===== src/flash_cmd_pkg.sv =====
// Package of constants for the flash and EEPROM command sequencer
package flash_cmd_pkg;

  // ****************************************************
  // Register map (word indices on the plain port)
  // ****************************************************
  localparam logic [3:0] REG_STATUS  = 4'h0;
  localparam logic [3:0] REG_CMD     = 4'h1;
  localparam logic [3:0] REG_PARAM   = 4'h2;
  localparam logic [3:0] REG_PROT    = 4'h3;
  localparam logic [3:0] REG_KEY     = 4'h4;
  localparam logic [3:0] REG_MARGIN  = 4'h5;
  localparam logic [3:0] REG_STATE   = 4'h6;

  // Status bit positions
  localparam int ST_COMPLETE = 7;
  localparam int ST_ERROR    = 5;
  localparam int ST_BLANK  = 1;

  // Protection bit positions
  localparam int PR_PLDIS = 0;
  localparam int PR_PHDIS = 1;
  localparam int PR_POPEN = 2;
  localparam int PR_EOPEN = 3;

  // Parameter word: array select bit
  localparam int PA_TARGET_EE = 15;

  // ****************************************************
  // Command codes
  // ****************************************************
  localparam logic [7:0] CMD_EV_ALL     = 8'h01;
  localparam logic [7:0] CMD_EV_BLOCK   = 8'h02;
  localparam logic [7:0] CMD_ERASE_ALL  = 8'h08;
  localparam logic [7:0] CMD_ERASE_BLK  = 8'h09;
  localparam logic [7:0] CMD_UNSECURE   = 8'h0b;
  localparam logic [7:0] CMD_BACKDOOR   = 8'h0c;
  localparam logic [7:0] CMD_USER_MARG  = 8'h0d;
  localparam logic [7:0] CMD_FIELD_MARG = 8'h0e;
  localparam logic [7:0] CMD_EV_EE_SECT = 8'h10;
  localparam logic [7:0] CMD_PROG_EE    = 8'h11;
  localparam logic [7:0] CMD_ERASE_EE   = 8'h12;
  localparam logic [7:0] CMD_PROT_OVR   = 8'h13;

  // Margin level zero means normal
  localparam logic [1:0] MARGIN_NORMAL = 2'h0;
  localparam logic [2:0] EE_WORDS_MIN  = 3'h1;
  localparam logic [2:0] EE_WORDS_MAX  = 3'h4;

  // Array operation kinds
  typedef enum logic [2:0] {
    OP_IDLE   = 3'h0,
    OP_READ   = 3'h1,
    OP_MARGIN = 3'h2,
    OP_PROG   = 3'h3,
    OP_SECT   = 3'h4,
    OP_MASS   = 3'h5,
    OP_VERIFY = 3'h6
  } op_kind_type;

  // Array engine timing
  localparam int OP_TIME_US = 10;
  localparam int CLK_MHZ    = 10;
  localparam logic [7:0] OP_CYCLES = 8'(OP_TIME_US * CLK_MHZ);

endpackage : flash_cmd_pkg


===== src/array_engine.sv =====
// One array's operation engine: busy timer and erased-state flag
`timescale 1ns/1ps
`default_nettype none
module array_engine
  import flash_cmd_pkg::*;
(
  // Clock and reset
  input  wire logic        clk,
  input  wire logic        resetn,
  // Operation request
  input  wire logic        start,
  input  wire op_kind_type kind,
  // State
  output logic             busy,
  output logic             erased
);

  logic [7:0]  count;
  logic [7:0]  next_count;
  logic        next_busy;
  logic        next_erased;

  always_comb begin
    next_count  = count;
    next_busy   = busy;
    next_erased = erased;
    if (start) begin
      next_busy  = 1'b1;
      next_count = OP_CYCLES;
      if (kind == OP_PROG) begin
        next_erased = 1'b0;
      end else if (kind == OP_MASS || kind == OP_SECT) begin
        next_erased = 1'b1;
      end
    end else if (busy) begin
      next_count = count - 8'h01;
      if (count == 8'h01) begin
        next_busy = 1'b0;
      end
    end
  end

  always_ff @(posedge clk) begin
    if (!resetn) begin
      count  <= 8'h00;
      busy   <= 1'b0;
      erased <= 1'b0;
    end else begin
      count  <= next_count;
      busy   <= next_busy;
      erased <= next_erased;
    end
  end

endmodule : array_engine
`default_nettype wire


===== src/flash_eeprom_command_set.sv =====
// Command decoder and overlap arbiter for program flash and EEPROM
// Summary of operation
// - Unsecure erases both arrays, verifies, releases
// - Backdoor key match releases security
// - User margin level for flash or EEPROM
// - Field margin only in special mode
// - Protection override after key verified
// - Erase verify all, or flash or EEPROM block
// - Erase all needs all open bits
// - EEPROM block erase needs EEPROM open
// - Verify EEPROM section words erased
// - Program one to four EEPROM words
// - Erase addressed EEPROM sector
// - Flash reads allowed during EEPROM program or sector erase
// - No other flash/EEPROM overlap allowed
// - Non-normal flash margin makes flash reads margin reads
// - Writing one to complete flag launches
// - Invalid code sets access error
`timescale 1ns/1ps
`default_nettype none
module flash_eeprom_command_set
  import flash_cmd_pkg::*;
(
  // Clock and reset
  input  wire logic        clk,
  input  wire logic        resetn,
  // Register port
  input  wire logic [3:0]  addr,
  input  wire logic [15:0] wdata,
  input  wire logic        wr,
  input  wire logic        rd,
  output logic [15:0]      rdata,
  // Mode and security pins
  input  wire logic        special_mode_pin,
  input  wire logic        secure_pin,
  input  wire logic [15:0] stored_key,
  // Flash read requests from the CPU side
  input  wire logic        pflash_read_req,
  output logic             pflash_read_grant,
  output logic             pflash_read_margin,
  // State outputs
  output logic             secured,
  output logic             protection_override
);

  // ****************************************************
  // Pin synchronisers
  // ****************************************************
  logic [1:0] mode_sync;
  logic [1:0] sec_sync;
  logic [1:0] sec_fill;
  always_ff @(posedge clk) begin
    if (!resetn) begin
      mode_sync <= 2'h0;
      sec_sync  <= 2'h0;
      sec_fill  <= 2'h0;
    end else begin
      mode_sync <= {mode_sync[0], special_mode_pin};
      sec_sync  <= {sec_sync[0], secure_pin};
      sec_fill  <= {sec_fill[0], 1'b1};
    end
  end
  logic special_mode;
  assign special_mode = mode_sync[1];

  // ****************************************************
  // Registers and state
  // ****************************************************
  typedef enum logic [1:0] {
    ST_IDLE   = 2'b00,
    ST_WAIT   = 2'b01,
    ST_RUN    = 2'b11,
    ST_VERIFY = 2'b10
  } seq_type;

  seq_type     state;
  seq_type     next_state;
  logic        command_complete_flag;
  logic        next_complete;
  logic        access_error_flag;
  logic        next_error;
  logic        blank_fail;
  logic        next_blank_fail;
  logic [7:0]  command_code_field;
  logic [7:0]  next_cmd;
  logic [15:0] param;
  logic [15:0] next_param;
  logic [3:0]  prot;
  logic [3:0]  next_prot;
  logic [15:0] key;
  logic [15:0] next_key;
  logic [1:0]  pflash_margin;
  logic [1:0]  next_pflash_margin;
  logic [1:0]  eeprom_margin;
  logic [1:0]  next_eeprom_margin;
  logic        next_secured;
  logic        sec_seen;
  logic        next_sec_seen;
  logic        next_override;
  logic        pf_start;
  logic        ee_start;
  op_kind_type pf_kind;
  op_kind_type ee_kind;
  op_kind_type ee_cur;
  op_kind_type next_ee_cur;
  logic        pf_busy;
  logic        ee_busy;
  logic        pf_erased;
  logic        ee_erased;
  logic [15:0] next_rdata;
  logic        next_grant;
  logic        next_rmargin;

  // Parameter word: bit 15 selects EEPROM, low bits give count
  logic        target_ee;
  logic [2:0]  word_count;
  logic [1:0]  level;
  assign target_ee  = param[PA_TARGET_EE];
  assign word_count = param[2:0];
  assign level      = param[1:0];

  logic all_open;
  assign all_open = prot[PR_PLDIS] & prot[PR_PHDIS] & prot[PR_POPEN]
                    & prot[PR_EOPEN];

  // ****************************************************
  // Array engines
  // ****************************************************
  array_engine pf_engine (
    .clk    (clk),
    .resetn (resetn),
    .start  (pf_start),
    .kind   (pf_kind),
    .busy   (pf_busy),
    .erased (pf_erased)
  );

  array_engine ee_engine (
    .clk    (clk),
    .resetn (resetn),
    .start  (ee_start),
    .kind   (ee_kind),
    .busy   (ee_busy),
    .erased (ee_erased)
  );

  // ****************************************************
  // Command sequencer
  // ****************************************************
  always_comb begin
    next_state         = state;
    next_complete      = command_complete_flag;
    next_error         = access_error_flag;
    next_blank_fail    = blank_fail;
    next_cmd           = command_code_field;
    next_param         = param;
    next_prot          = prot;
    next_key           = key;
    next_pflash_margin = pflash_margin;
    next_eeprom_margin = eeprom_margin;
    next_secured       = secured;
    next_sec_seen      = sec_seen;
    next_override      = protection_override;
    next_ee_cur        = ee_cur;
    pf_start           = 1'b0;
    ee_start           = 1'b0;
    pf_kind            = OP_IDLE;
    ee_kind            = OP_IDLE;
    // Strap taken once, after both sync stages hold the pin
    if (!sec_seen && sec_fill[1]) begin
      next_secured  = sec_sync[1];
      next_sec_seen = 1'b1;
    end
    // Loads ignored while a command runs
    if (wr && command_complete_flag) begin
      unique case (addr)
        REG_CMD:   next_cmd   = wdata[7:0];
        REG_PARAM: next_param = wdata;
        REG_PROT:  next_prot  = wdata[3:0];
        REG_KEY:   next_key   = wdata;
        default:   ;
      endcase
    end
    // Error flag cleared by writing one
    if (wr && addr == REG_STATUS && wdata[ST_ERROR]) begin
      next_error = 1'b0;
    end
    unique case (state)
      ST_IDLE: begin
        // launch by writing one to flag
        if (wr && addr == REG_STATUS && wdata[ST_COMPLETE]
            && command_complete_flag && !access_error_flag) begin
          next_complete   = 1'b0;
          next_blank_fail = 1'b0;
          next_state      = ST_WAIT;
        end
      end
      ST_WAIT: begin
        next_state    = ST_IDLE;
        next_complete = 1'b1;
        if (pf_busy || ee_busy) begin
          next_state    = ST_WAIT;
          next_complete = 1'b0;
        end else begin
          unique case (command_code_field)
            CMD_EV_ALL: begin
              next_blank_fail = !(pf_erased && ee_erased);
            end
            CMD_EV_BLOCK: begin
              next_blank_fail = target_ee ? !ee_erased : !pf_erased;
            end
            CMD_EV_EE_SECT: begin
              next_blank_fail = !ee_erased;
            end
            // mass erase gated by open bits
            CMD_ERASE_ALL: begin
              if (all_open) begin
                pf_start      = 1'b1;
                ee_start      = 1'b1;
                pf_kind       = OP_MASS;
                ee_kind       = OP_MASS;
                next_ee_cur   = OP_MASS;
                next_state    = ST_RUN;
                next_complete = 1'b0;
              end else begin
                next_error = 1'b1;
              end
            end
            CMD_ERASE_BLK: begin
              if (target_ee && prot[PR_EOPEN]) begin
                ee_start      = 1'b1;
                ee_kind       = OP_MASS;
                next_ee_cur   = OP_MASS;
                next_state    = ST_RUN;
                next_complete = 1'b0;
              end else if (!target_ee && prot[PR_PLDIS]
                           && prot[PR_PHDIS] && prot[PR_POPEN]) begin
                pf_start      = 1'b1;
                pf_kind       = OP_MASS;
                next_state    = ST_RUN;
                next_complete = 1'b0;
              end else begin
                next_error = 1'b1;
              end
            end
            CMD_UNSECURE: begin
              pf_start      = 1'b1;
              ee_start      = 1'b1;
              pf_kind       = OP_MASS;
              ee_kind       = OP_MASS;
              next_ee_cur   = OP_MASS;
              next_state    = ST_VERIFY;
              next_complete = 1'b0;
            end
            CMD_BACKDOOR: begin
              if (key == stored_key) begin
                next_secured = 1'b0;
              end else begin
                next_error = 1'b1;
              end
            end
            CMD_USER_MARG: begin
              if (target_ee) begin
                next_eeprom_margin = level;
              end else begin
                next_pflash_margin = level;
              end
            end
            CMD_FIELD_MARG: begin
              if (!special_mode) begin
                next_error = 1'b1;
              end else if (target_ee) begin
                next_eeprom_margin = level;
              end else begin
                next_pflash_margin = level;
              end
            end
            CMD_PROG_EE: begin
              if (word_count >= EE_WORDS_MIN
                  && word_count <= EE_WORDS_MAX) begin
                ee_start      = 1'b1;
                ee_kind       = OP_PROG;
                next_ee_cur   = OP_PROG;
                next_state    = ST_RUN;
                next_complete = 1'b0;
              end else begin
                next_error = 1'b1;
              end
            end
            CMD_ERASE_EE: begin
              ee_start      = 1'b1;
              ee_kind       = OP_SECT;
              next_ee_cur   = OP_SECT;
              next_state    = ST_RUN;
              next_complete = 1'b0;
            end
            CMD_PROT_OVR: begin
              if (key == stored_key) begin
                next_override = 1'b1;
              end else begin
                next_error = 1'b1;
              end
            end
            default: begin
              next_error = 1'b1;
            end
          endcase
        end
      end
      ST_RUN: begin
        if (!pf_busy && !ee_busy) begin
          next_state    = ST_IDLE;
          next_complete = 1'b1;
          next_ee_cur   = OP_IDLE;
        end
      end
      ST_VERIFY: begin
        if (!pf_busy && !ee_busy) begin
          next_state    = ST_IDLE;
          next_complete = 1'b1;
          next_ee_cur = OP_IDLE;
          // release only if both read erased
          if (pf_erased && ee_erased) begin
            next_secured = 1'b0;
          end else begin
            next_blank_fail = 1'b1;
          end
        end
      end
    endcase
  end

  // ****************************************************
  // Flash read arbitration and read port
  // ****************************************************
  always_comb begin
    // non-normal level makes it a margin read
    next_rmargin = pflash_margin != MARGIN_NORMAL;
    // reads pass during EEPROM program and sector erase
    next_grant = pflash_read_req && !pf_busy && !next_rmargin
                 && (!ee_busy || ee_cur == OP_PROG || ee_cur == OP_SECT);
    next_rdata = 16'h0000;
    if (rd) begin
      unique case (addr)
        REG_STATUS: begin
          next_rdata[ST_COMPLETE] = command_complete_flag;
          next_rdata[ST_ERROR]    = access_error_flag;
          next_rdata[ST_BLANK]  = blank_fail;
        end
        REG_CMD:    next_rdata = {8'h00, command_code_field};
        REG_PARAM:  next_rdata = param;
        REG_PROT:   next_rdata = {12'h000, prot};
        REG_MARGIN: next_rdata = {12'h000, eeprom_margin, pflash_margin};
        REG_STATE:  next_rdata = {12'h000, pf_busy, ee_busy,
                                  protection_override, secured};
        default:    next_rdata = 16'h0000;
      endcase
    end
  end

  always_ff @(posedge clk) begin
    if (!resetn) begin
      state                 <= ST_IDLE;
      command_complete_flag <= 1'b1;
      access_error_flag     <= 1'b0;
      blank_fail            <= 1'b0;
      command_code_field    <= 8'h00;
      param                 <= 16'h0000;
      prot                  <= 4'h0;
      key                   <= 16'h0000;
      pflash_margin         <= MARGIN_NORMAL;
      eeprom_margin         <= MARGIN_NORMAL;
      secured               <= 1'b1;
      sec_seen              <= 1'b0;
      protection_override   <= 1'b0;
      ee_cur                <= OP_IDLE;
      rdata                 <= 16'h0000;
      pflash_read_grant     <= 1'b0;
      pflash_read_margin    <= 1'b0;
    end else begin
      state                 <= next_state;
      command_complete_flag <= next_complete;
      access_error_flag     <= next_error;
      blank_fail            <= next_blank_fail;
      command_code_field    <= next_cmd;
      param                 <= next_param;
      prot                  <= next_prot;
      key                   <= next_key;
      pflash_margin         <= next_pflash_margin;
      eeprom_margin         <= next_eeprom_margin;
      secured               <= next_secured;
      sec_seen              <= next_sec_seen;
      protection_override   <= next_override;
      ee_cur                <= next_ee_cur;
      rdata                 <= next_rdata;
      pflash_read_grant     <= next_grant;
      pflash_read_margin    <= next_rmargin;
    end
  end

endmodule : flash_eeprom_command_set
`default_nettype wire


===== config.mk =====
export PLATFORM = sky130hd
export DESIGN_NAME = flash_eeprom_command_set
export DESIGN_NICKNAME = d
export VERILOG_FILES = /design/src/flash_cmd_pkg.sv /design/src/array_engine.sv /design/src/flash_eeprom_command_set.sv
export SDC_FILE = /design/constraint.sdc
export NUM_CORES = 1
export LEC_CHECK = 0
export BUFFER_PORTS_ARGS = -buffer_cell sky130_fd_sc_hd__buf_2
export CORE_ASPECT_RATIO = 1.4
export CORE_UTILIZATION = 40
export CTS_CLUSTER_DIAMETER = 80
export DETAILED_ROUTE_END_ITERATION = 10
export PLACE_DENSITY = 0.6
export SLEW_MARGIN = 20
export SYNTH_ARGS = -nofsm -noshare
export SYNTH_HDL_FRONTEND = slang
export SYNTH_SLANG_ARGS = --single-unit
export TNS_END_PERCENT = 100

===== constraint.sdc =====
create_clock -name clk -period 2.27 [get_ports clk]
set_input_delay 0.1135 -clock clk [delete_from_list [all_inputs] [get_ports clk]]
set_output_delay 0.1135 -clock clk [all_outputs]
set_load 0.005 [all_outputs]

After elaboration in Yosys (flattened, before gate mapping)
Index checks and enable logic that the tools add are counted.
- bits in registers: 103
- input port bits: 43
- output and inout bits: 20
- logic and storage cells: 239
- $add $sub $neg: 2
- $lt $le $gt $ge: 2
- equality and inequality tests: 43
- mux-type cells: 97
- bitwise gates (word level): 5
- reduce and logical (&&, ||, !) cells: 60
- operator list (kind ; number):
    $eq 8x4->1 const B ; 6
    $mux 1 ; 46
    $pmux 3 s5 ; 3
    $mux 3 ; 13
    $eq 8x5->1 const B ; 4
    $mux 7 ; 4
    $eq 8x1->1 const B ; 3
    $mux 2 ; 12
    $pmux 1 s3 ; 6
    $logic_and 1x1->1 ; 17
    $eq 16x16->1 ; 1
    $reduce_and 2->1 ; 8
    $sub 8x1->8 const B ; 2
    $eq 3x3->1 const B ; 5
    $reduce_bool 2->1 ; 7
    $eq 4x3->1 const B ; 3
    $pmux 1 s6 ; 2
    $ne 2x2->1 const B ; 5
    $pmux 2 s5 ; 1
    $reduce_or 2->1 ; 5
    $eq 3x2->1 const B ; 3
    $logic_not 1->1 ; 9
    $ne 3x3->1 const B ; 3
    $pmux 3 s3 ; 1
    other kinds (27) ; 40

Depth between registers and ports, before layout
- depth in word-level cells: 13
- gate-level depth with buffers: 8
- gate-level depth less buffers: 7

By module
Synthesis repeated with hierarchy kept, for this count alone.
- cell total of the unflattened synthesis: 560
- area total of the unflattened synthesis: 5002.3 um^2
- modules (own cells, without submodules) (module ; times used ; cells an instance ; area each (um^2) ; sequential area each (um^2)):
    flash_eeprom_command_set ; 1 ; 464 ; 4106.4 ; 1661.6
    array_engine ; 2 ; 48 ; 447.9 ; 200.2

Least setup slack after synthesis
OpenSTA, ideal clock, no wires.
- kind: register to register
- start: register command_code_field[2]
- end: register state[1]
- library setup time: 0.069 ns
- arrival: 1.933 ns
- data required time: 2.201 ns
- setup slack: 0.268 ns
- stages on the path, launching flop included: 7
- path buffers: 2
- period minus slack after synthesis: 2.002 ns
- cell sequence: dfxtp_1 -> buf_6 -> or4_4 -> buf_6 -> a311o_1 -> or4_1 -> o21ai_1
- cells in the longest elaborated chain, start to end: 4
- elaborated cells on any way between the ends: 8
- those cells by class: 5 x eq/ne; 3 x mux
- ends and longest elaborated chain (element ; RTL line ; RTL):
    start, declared ; flash_eeprom_command_set.sv:84 ; logic [7:0] command_code_field;
    start signal, assigned ; flash_eeprom_command_set.sv:385 ; command_code_field <= next_cmd;
    $eq 8x5->1 or $eq 8x4->1 (tied branches) ; flash_eeprom_command_set.sv:205 ; unique case (command_code_field)
    $pmux 2 s5 (*) ; flash_eeprom_command_set.sv:205 ;
    $mux 2 (*) ; flash_eeprom_command_set.sv:201 ; if (pf_busy || ee_busy) begin
    $pmux 2 s3 (*) ; flash_eeprom_command_set.sv:188 ; unique case (state)
    end signal, assigned ; flash_eeprom_command_set.sv:381 ; state <= next_state;
    end, declared ; flash_eeprom_command_set.sv:76 ; seq_type state;
Every way passes the cells marked *; elsewhere a longest branch is shown, timed or not.
A chain may end at the register's enable or synchronous reset.

Worst setup path after layout
- start: register state[1]
- end: register pflash_margin[1]
- cells in the longest elaborated chain, start to end: 2
- ends and longest elaborated chain (element ; RTL line ; RTL):
    $eq 2x1->1 ; flash_eeprom_command_set.sv:188 ;
    $reduce_and 4->1 (no line) ; - ;
    end signal, assigned ; flash_eeprom_command_set.sv:389 ; pflash_margin <= next_pflash_margin;
    end, declared ; flash_eeprom_command_set.sv:92 ; logic [1:0] pflash_margin;
No other way between the ends.

==> flow_metrics.py <==
metrics = {
    "run_status": {
        "outcome": "finished clean",
    },
    "grt": {
        "grt_pass1_vias": 4194,
        "use_met3_pct": 4.17,
        "gr-total-overflow": 0,
        "grt_start_max_net_pins": 66,
        "grt_first_pass_wirelength_um": 21300,
        "antenna_found_initial": 0,
        "grt_use_met1_pct": 23.9,
        "busiest_layer": "met2",
        "gr-usage-met2_pct": 39.3,
        "track_usage_pct": 22.5,
    },
    "timing": {
        "rsz0062_at_grt": "false",
        "timing.fmax_ghz": 0.483,
        "setup_viol": 0,
        "slew_viol_final": 0,
        "hold_viol": 0,
        "skew_ns": 0.0111,
        "setup_tns_ns": 0,
        "finalCritPeriodShare_pct": 91.1,
        "hold_ws_ns": 0.00420,
        "setup_ws_ns": 0.201,
        "max-slew-margin-rel_pct": 55.8,
        "worst_slew_pin_slew_ns": 0.664,
        "layout_min_cycle_time_ns": 2.07,
    },
    "clock_tree": {
        "clk_pin_slew_worst_paths_ns": 0.08,
        "numCtsBuffers": 9,
        "cts_tree": "done",
        "cts_setup_buffers": 0,
        "clk-insertion-delay-late_ns": 0.35,
        "clock_path_buffers": 2,
        "cts_max_level": 3,
        "cts-root-buf": "clkbuf_16",
        "clock_sinks": 103,
    },
    "final_layout": {
        "diodes": 0,
        "layout-drive-gt1-share_pct": 19.4,
        "fin_area_um2": 5730,
        "fin_util_pct": 49.8,
        "area_delta_synth_final_pct": 19.6,
        "layout.nets": 677,
        "final_cells": 774,
    },
    "floorplan": {
        "initial_utilization_pct": 41.7,
        "die_area_um2": 12400,
        "pin_count": 63,
        "num_rows": 46,
        "core_area_um2": 11500,
        "die_h_um": 132,
        "die_w_um": 94.5,
    },
    "min_path": {
        "min_path_type": "in -> reg",
    },
    "synthesis": {
        "ys_seq_area_share_pct": 43.0,
        "synthFlopType": "dfxtp_1",
        "syn-instance-count": 548,
        "yosys_warnings": 0,
        "synth_edf_count": 0,
        "async_flop_share_pct": 0,
        "synth_cell_types": 63,
        "synth_top_area_share_pct": 43.0,
        "syn_nets": 600,
        "yosys_register_bits": 103,
        "synth_area_leaders": "dfxtp_1, mux2i_1, nor2_1, xnor2_1, nand2_1",
        "synth_top_cell_by_area": "dfxtp_1",
        "netlist_area_um2": 4800,
        "syn_avg_cell_area_um2": 8.75,
    },
    "critical_path": {
        "worstPathCellList": "inv_1 -> ha_1 -> nand2_1 -> buf_4 -> nor4_1 -> buf_4 -> mux2i_1 -> nor2_1",
        "crit_top_cell": "buf_4",
        "path_class": "reg -> reg",
        "cpPeakStageDelay_ns": 0.41,
        "path_max_fanout": 6,
        "required_ns": 2.49,
        "cp-start-kind": "register",
        "crit_slowest_cell": "nor4_1",
        "setup.worst_path.end_class": "register",
        "arrival_ns": 2.29,
    },
    "power_and_ir_drop": {
        "power.total_mw": 3.97,
        "p_per_area_nw_per_um2": 693,
        "p_leak_nw": 2.37,
        "ir_drop_uv": 483,
    },
    "placement": {
        "place_inst": 755,
        "place_hpwl_um": 10400,
        "dpl_worst_slack_ns": 0.204,
        "place.gp.congestion": 0.943,
        "dpl_cell_area_um2": 5390,
        "io_buffers": 62,
    },
    "drt": {
        "via_count": 4194,
        "avgViaCountPerCell": 5.42,
        "drt_iter0_drc": 203,
        "ant_nets": 0,
        "wirelength_um": 13200,
        "drc": 0,
        "wl_per_cell_um": 17.0,
        "dr.pass1.iters": 7,
    },
    "flow_run": {
        "maxCapViolCount": 0,
    },
}
## metal layers
metal	wire length (um)	vias to the layer above
met5	0	-
met4	860	0
met3	534	47
met2	6790	125
met1	5010	1942
li1	-	2080
## state kept, by name, summed over array words and instances, names as in the netlist, 2 cells and up
name                count
sec_fill                2
eeprom_margin           2
key                    16
state                   2
command_code_field      8
ee_cur                  3
pf_engine.count         8
prot                    4
sec_sync                2
pflash_margin           2
rdata                  16
param                  16
ee_engine.count         8
mode_sync               2
## cell families after synthesis
logic type,after synthesis,synth area share (%)
AND/OR/NAND/NOR,220,22.7
flip-flops,103,43.0
AO/OA/AOI/OAI,99,13.6
buffers and inverters,44,3.78
multiplexers,42,8.90
XOR/XNOR,31,5.66
adder cells (fa/ha/maj),9,2.35
## report_power, final
| group | switching [mW] | internal [mW] | leakage, nW |
|---|---|---|---|
| Combinational | 0.260 | 0.204 | 1.38 |
| Sequential | 0.0392 | 1.85 | 0.833 |
| Clock | 0.737 | 0.879 | 0.153 |
## path summary, 6_finish.rpt
| kind | start | to | slack, ns | depth (start not counted) |
|---|---|---|---|---|
| max | state[1] | pflash_margin[1] | 0.20 | 8 |
| min reg2reg | mode_sync[0] | mode_sync[1] | 0.44 | 1 |
| min | wdata[11] | param[11] | 0.004 | 3 |
| max reg2reg | state[1] | pflash_margin[1] | 0.20 | 8 |
## synthesized netlist by cell type (3+ instances only)
cell type,n
nand2_1,56
a31oi_1,5
ha_1,9
nor3_1,8
and2_1,14
nor2_1,75
nor4bb_1,3
inv_1,13
nor2b_1,7
o21ai_1,3
dfxtp_1,103
nand2b_1,4
a21oi_1,35
or4_1,3
nor4_1,7
mux2i_1,37
or2_2,3
o31ai_1,3
xnor2_1,29
a211oi_1,6
mux2_2,5
nand3_1,11
or3_1,3
nor3b_1,3
clkbuf_1,27
o21ai_0,10
a22oi_1,5
nand4_1,7
## area by class of cell
type	instances	area [um2]
clock inverters	7	85.1
multi-input cells	401	2550
inverters	13	48.8
repair buffers	97	581
well taps	144	180
clock buffers	9	225
flip-flops and latches	103	2060
fillers	1133	5780
## cell usage in the layout (no fill, tap or decap), types with 4 or more instances in the layout
cell,instances
nand4_1,7
a22oi_1,5
clkbuf_16,9
a31oi_1,5
nand2_1,56
buf_2,62
dfxtp_1,103
nor2b_1,7
nor2_1,75
and2_1,14
inv_1,12
nor3_1,8
nor4_1,7
ha_1,9
mux2i_1,37
a21oi_1,35
buf_4,32
nand2b_1,4
o21ai_0,10
xnor2_1,29
nand3_1,11
a211oi_1,6
mux2_2,5
## critical path, delay by kind of cell, from the launching register on
family | cells | cell delay (ns)
fa+ha+maj | 1 | 0.30
flops | 1 | 0.37
buf+inv | 3 | 0.49
mux | 1 | 0.19
simple gates | 3 | 0.60
## timing repair
action,CTS,global route
gates resized for setup,0,0
hold endpoints to repair,3,0
hold buffers,3,0
Note: power is estimated with default switching activity, not from simulation.
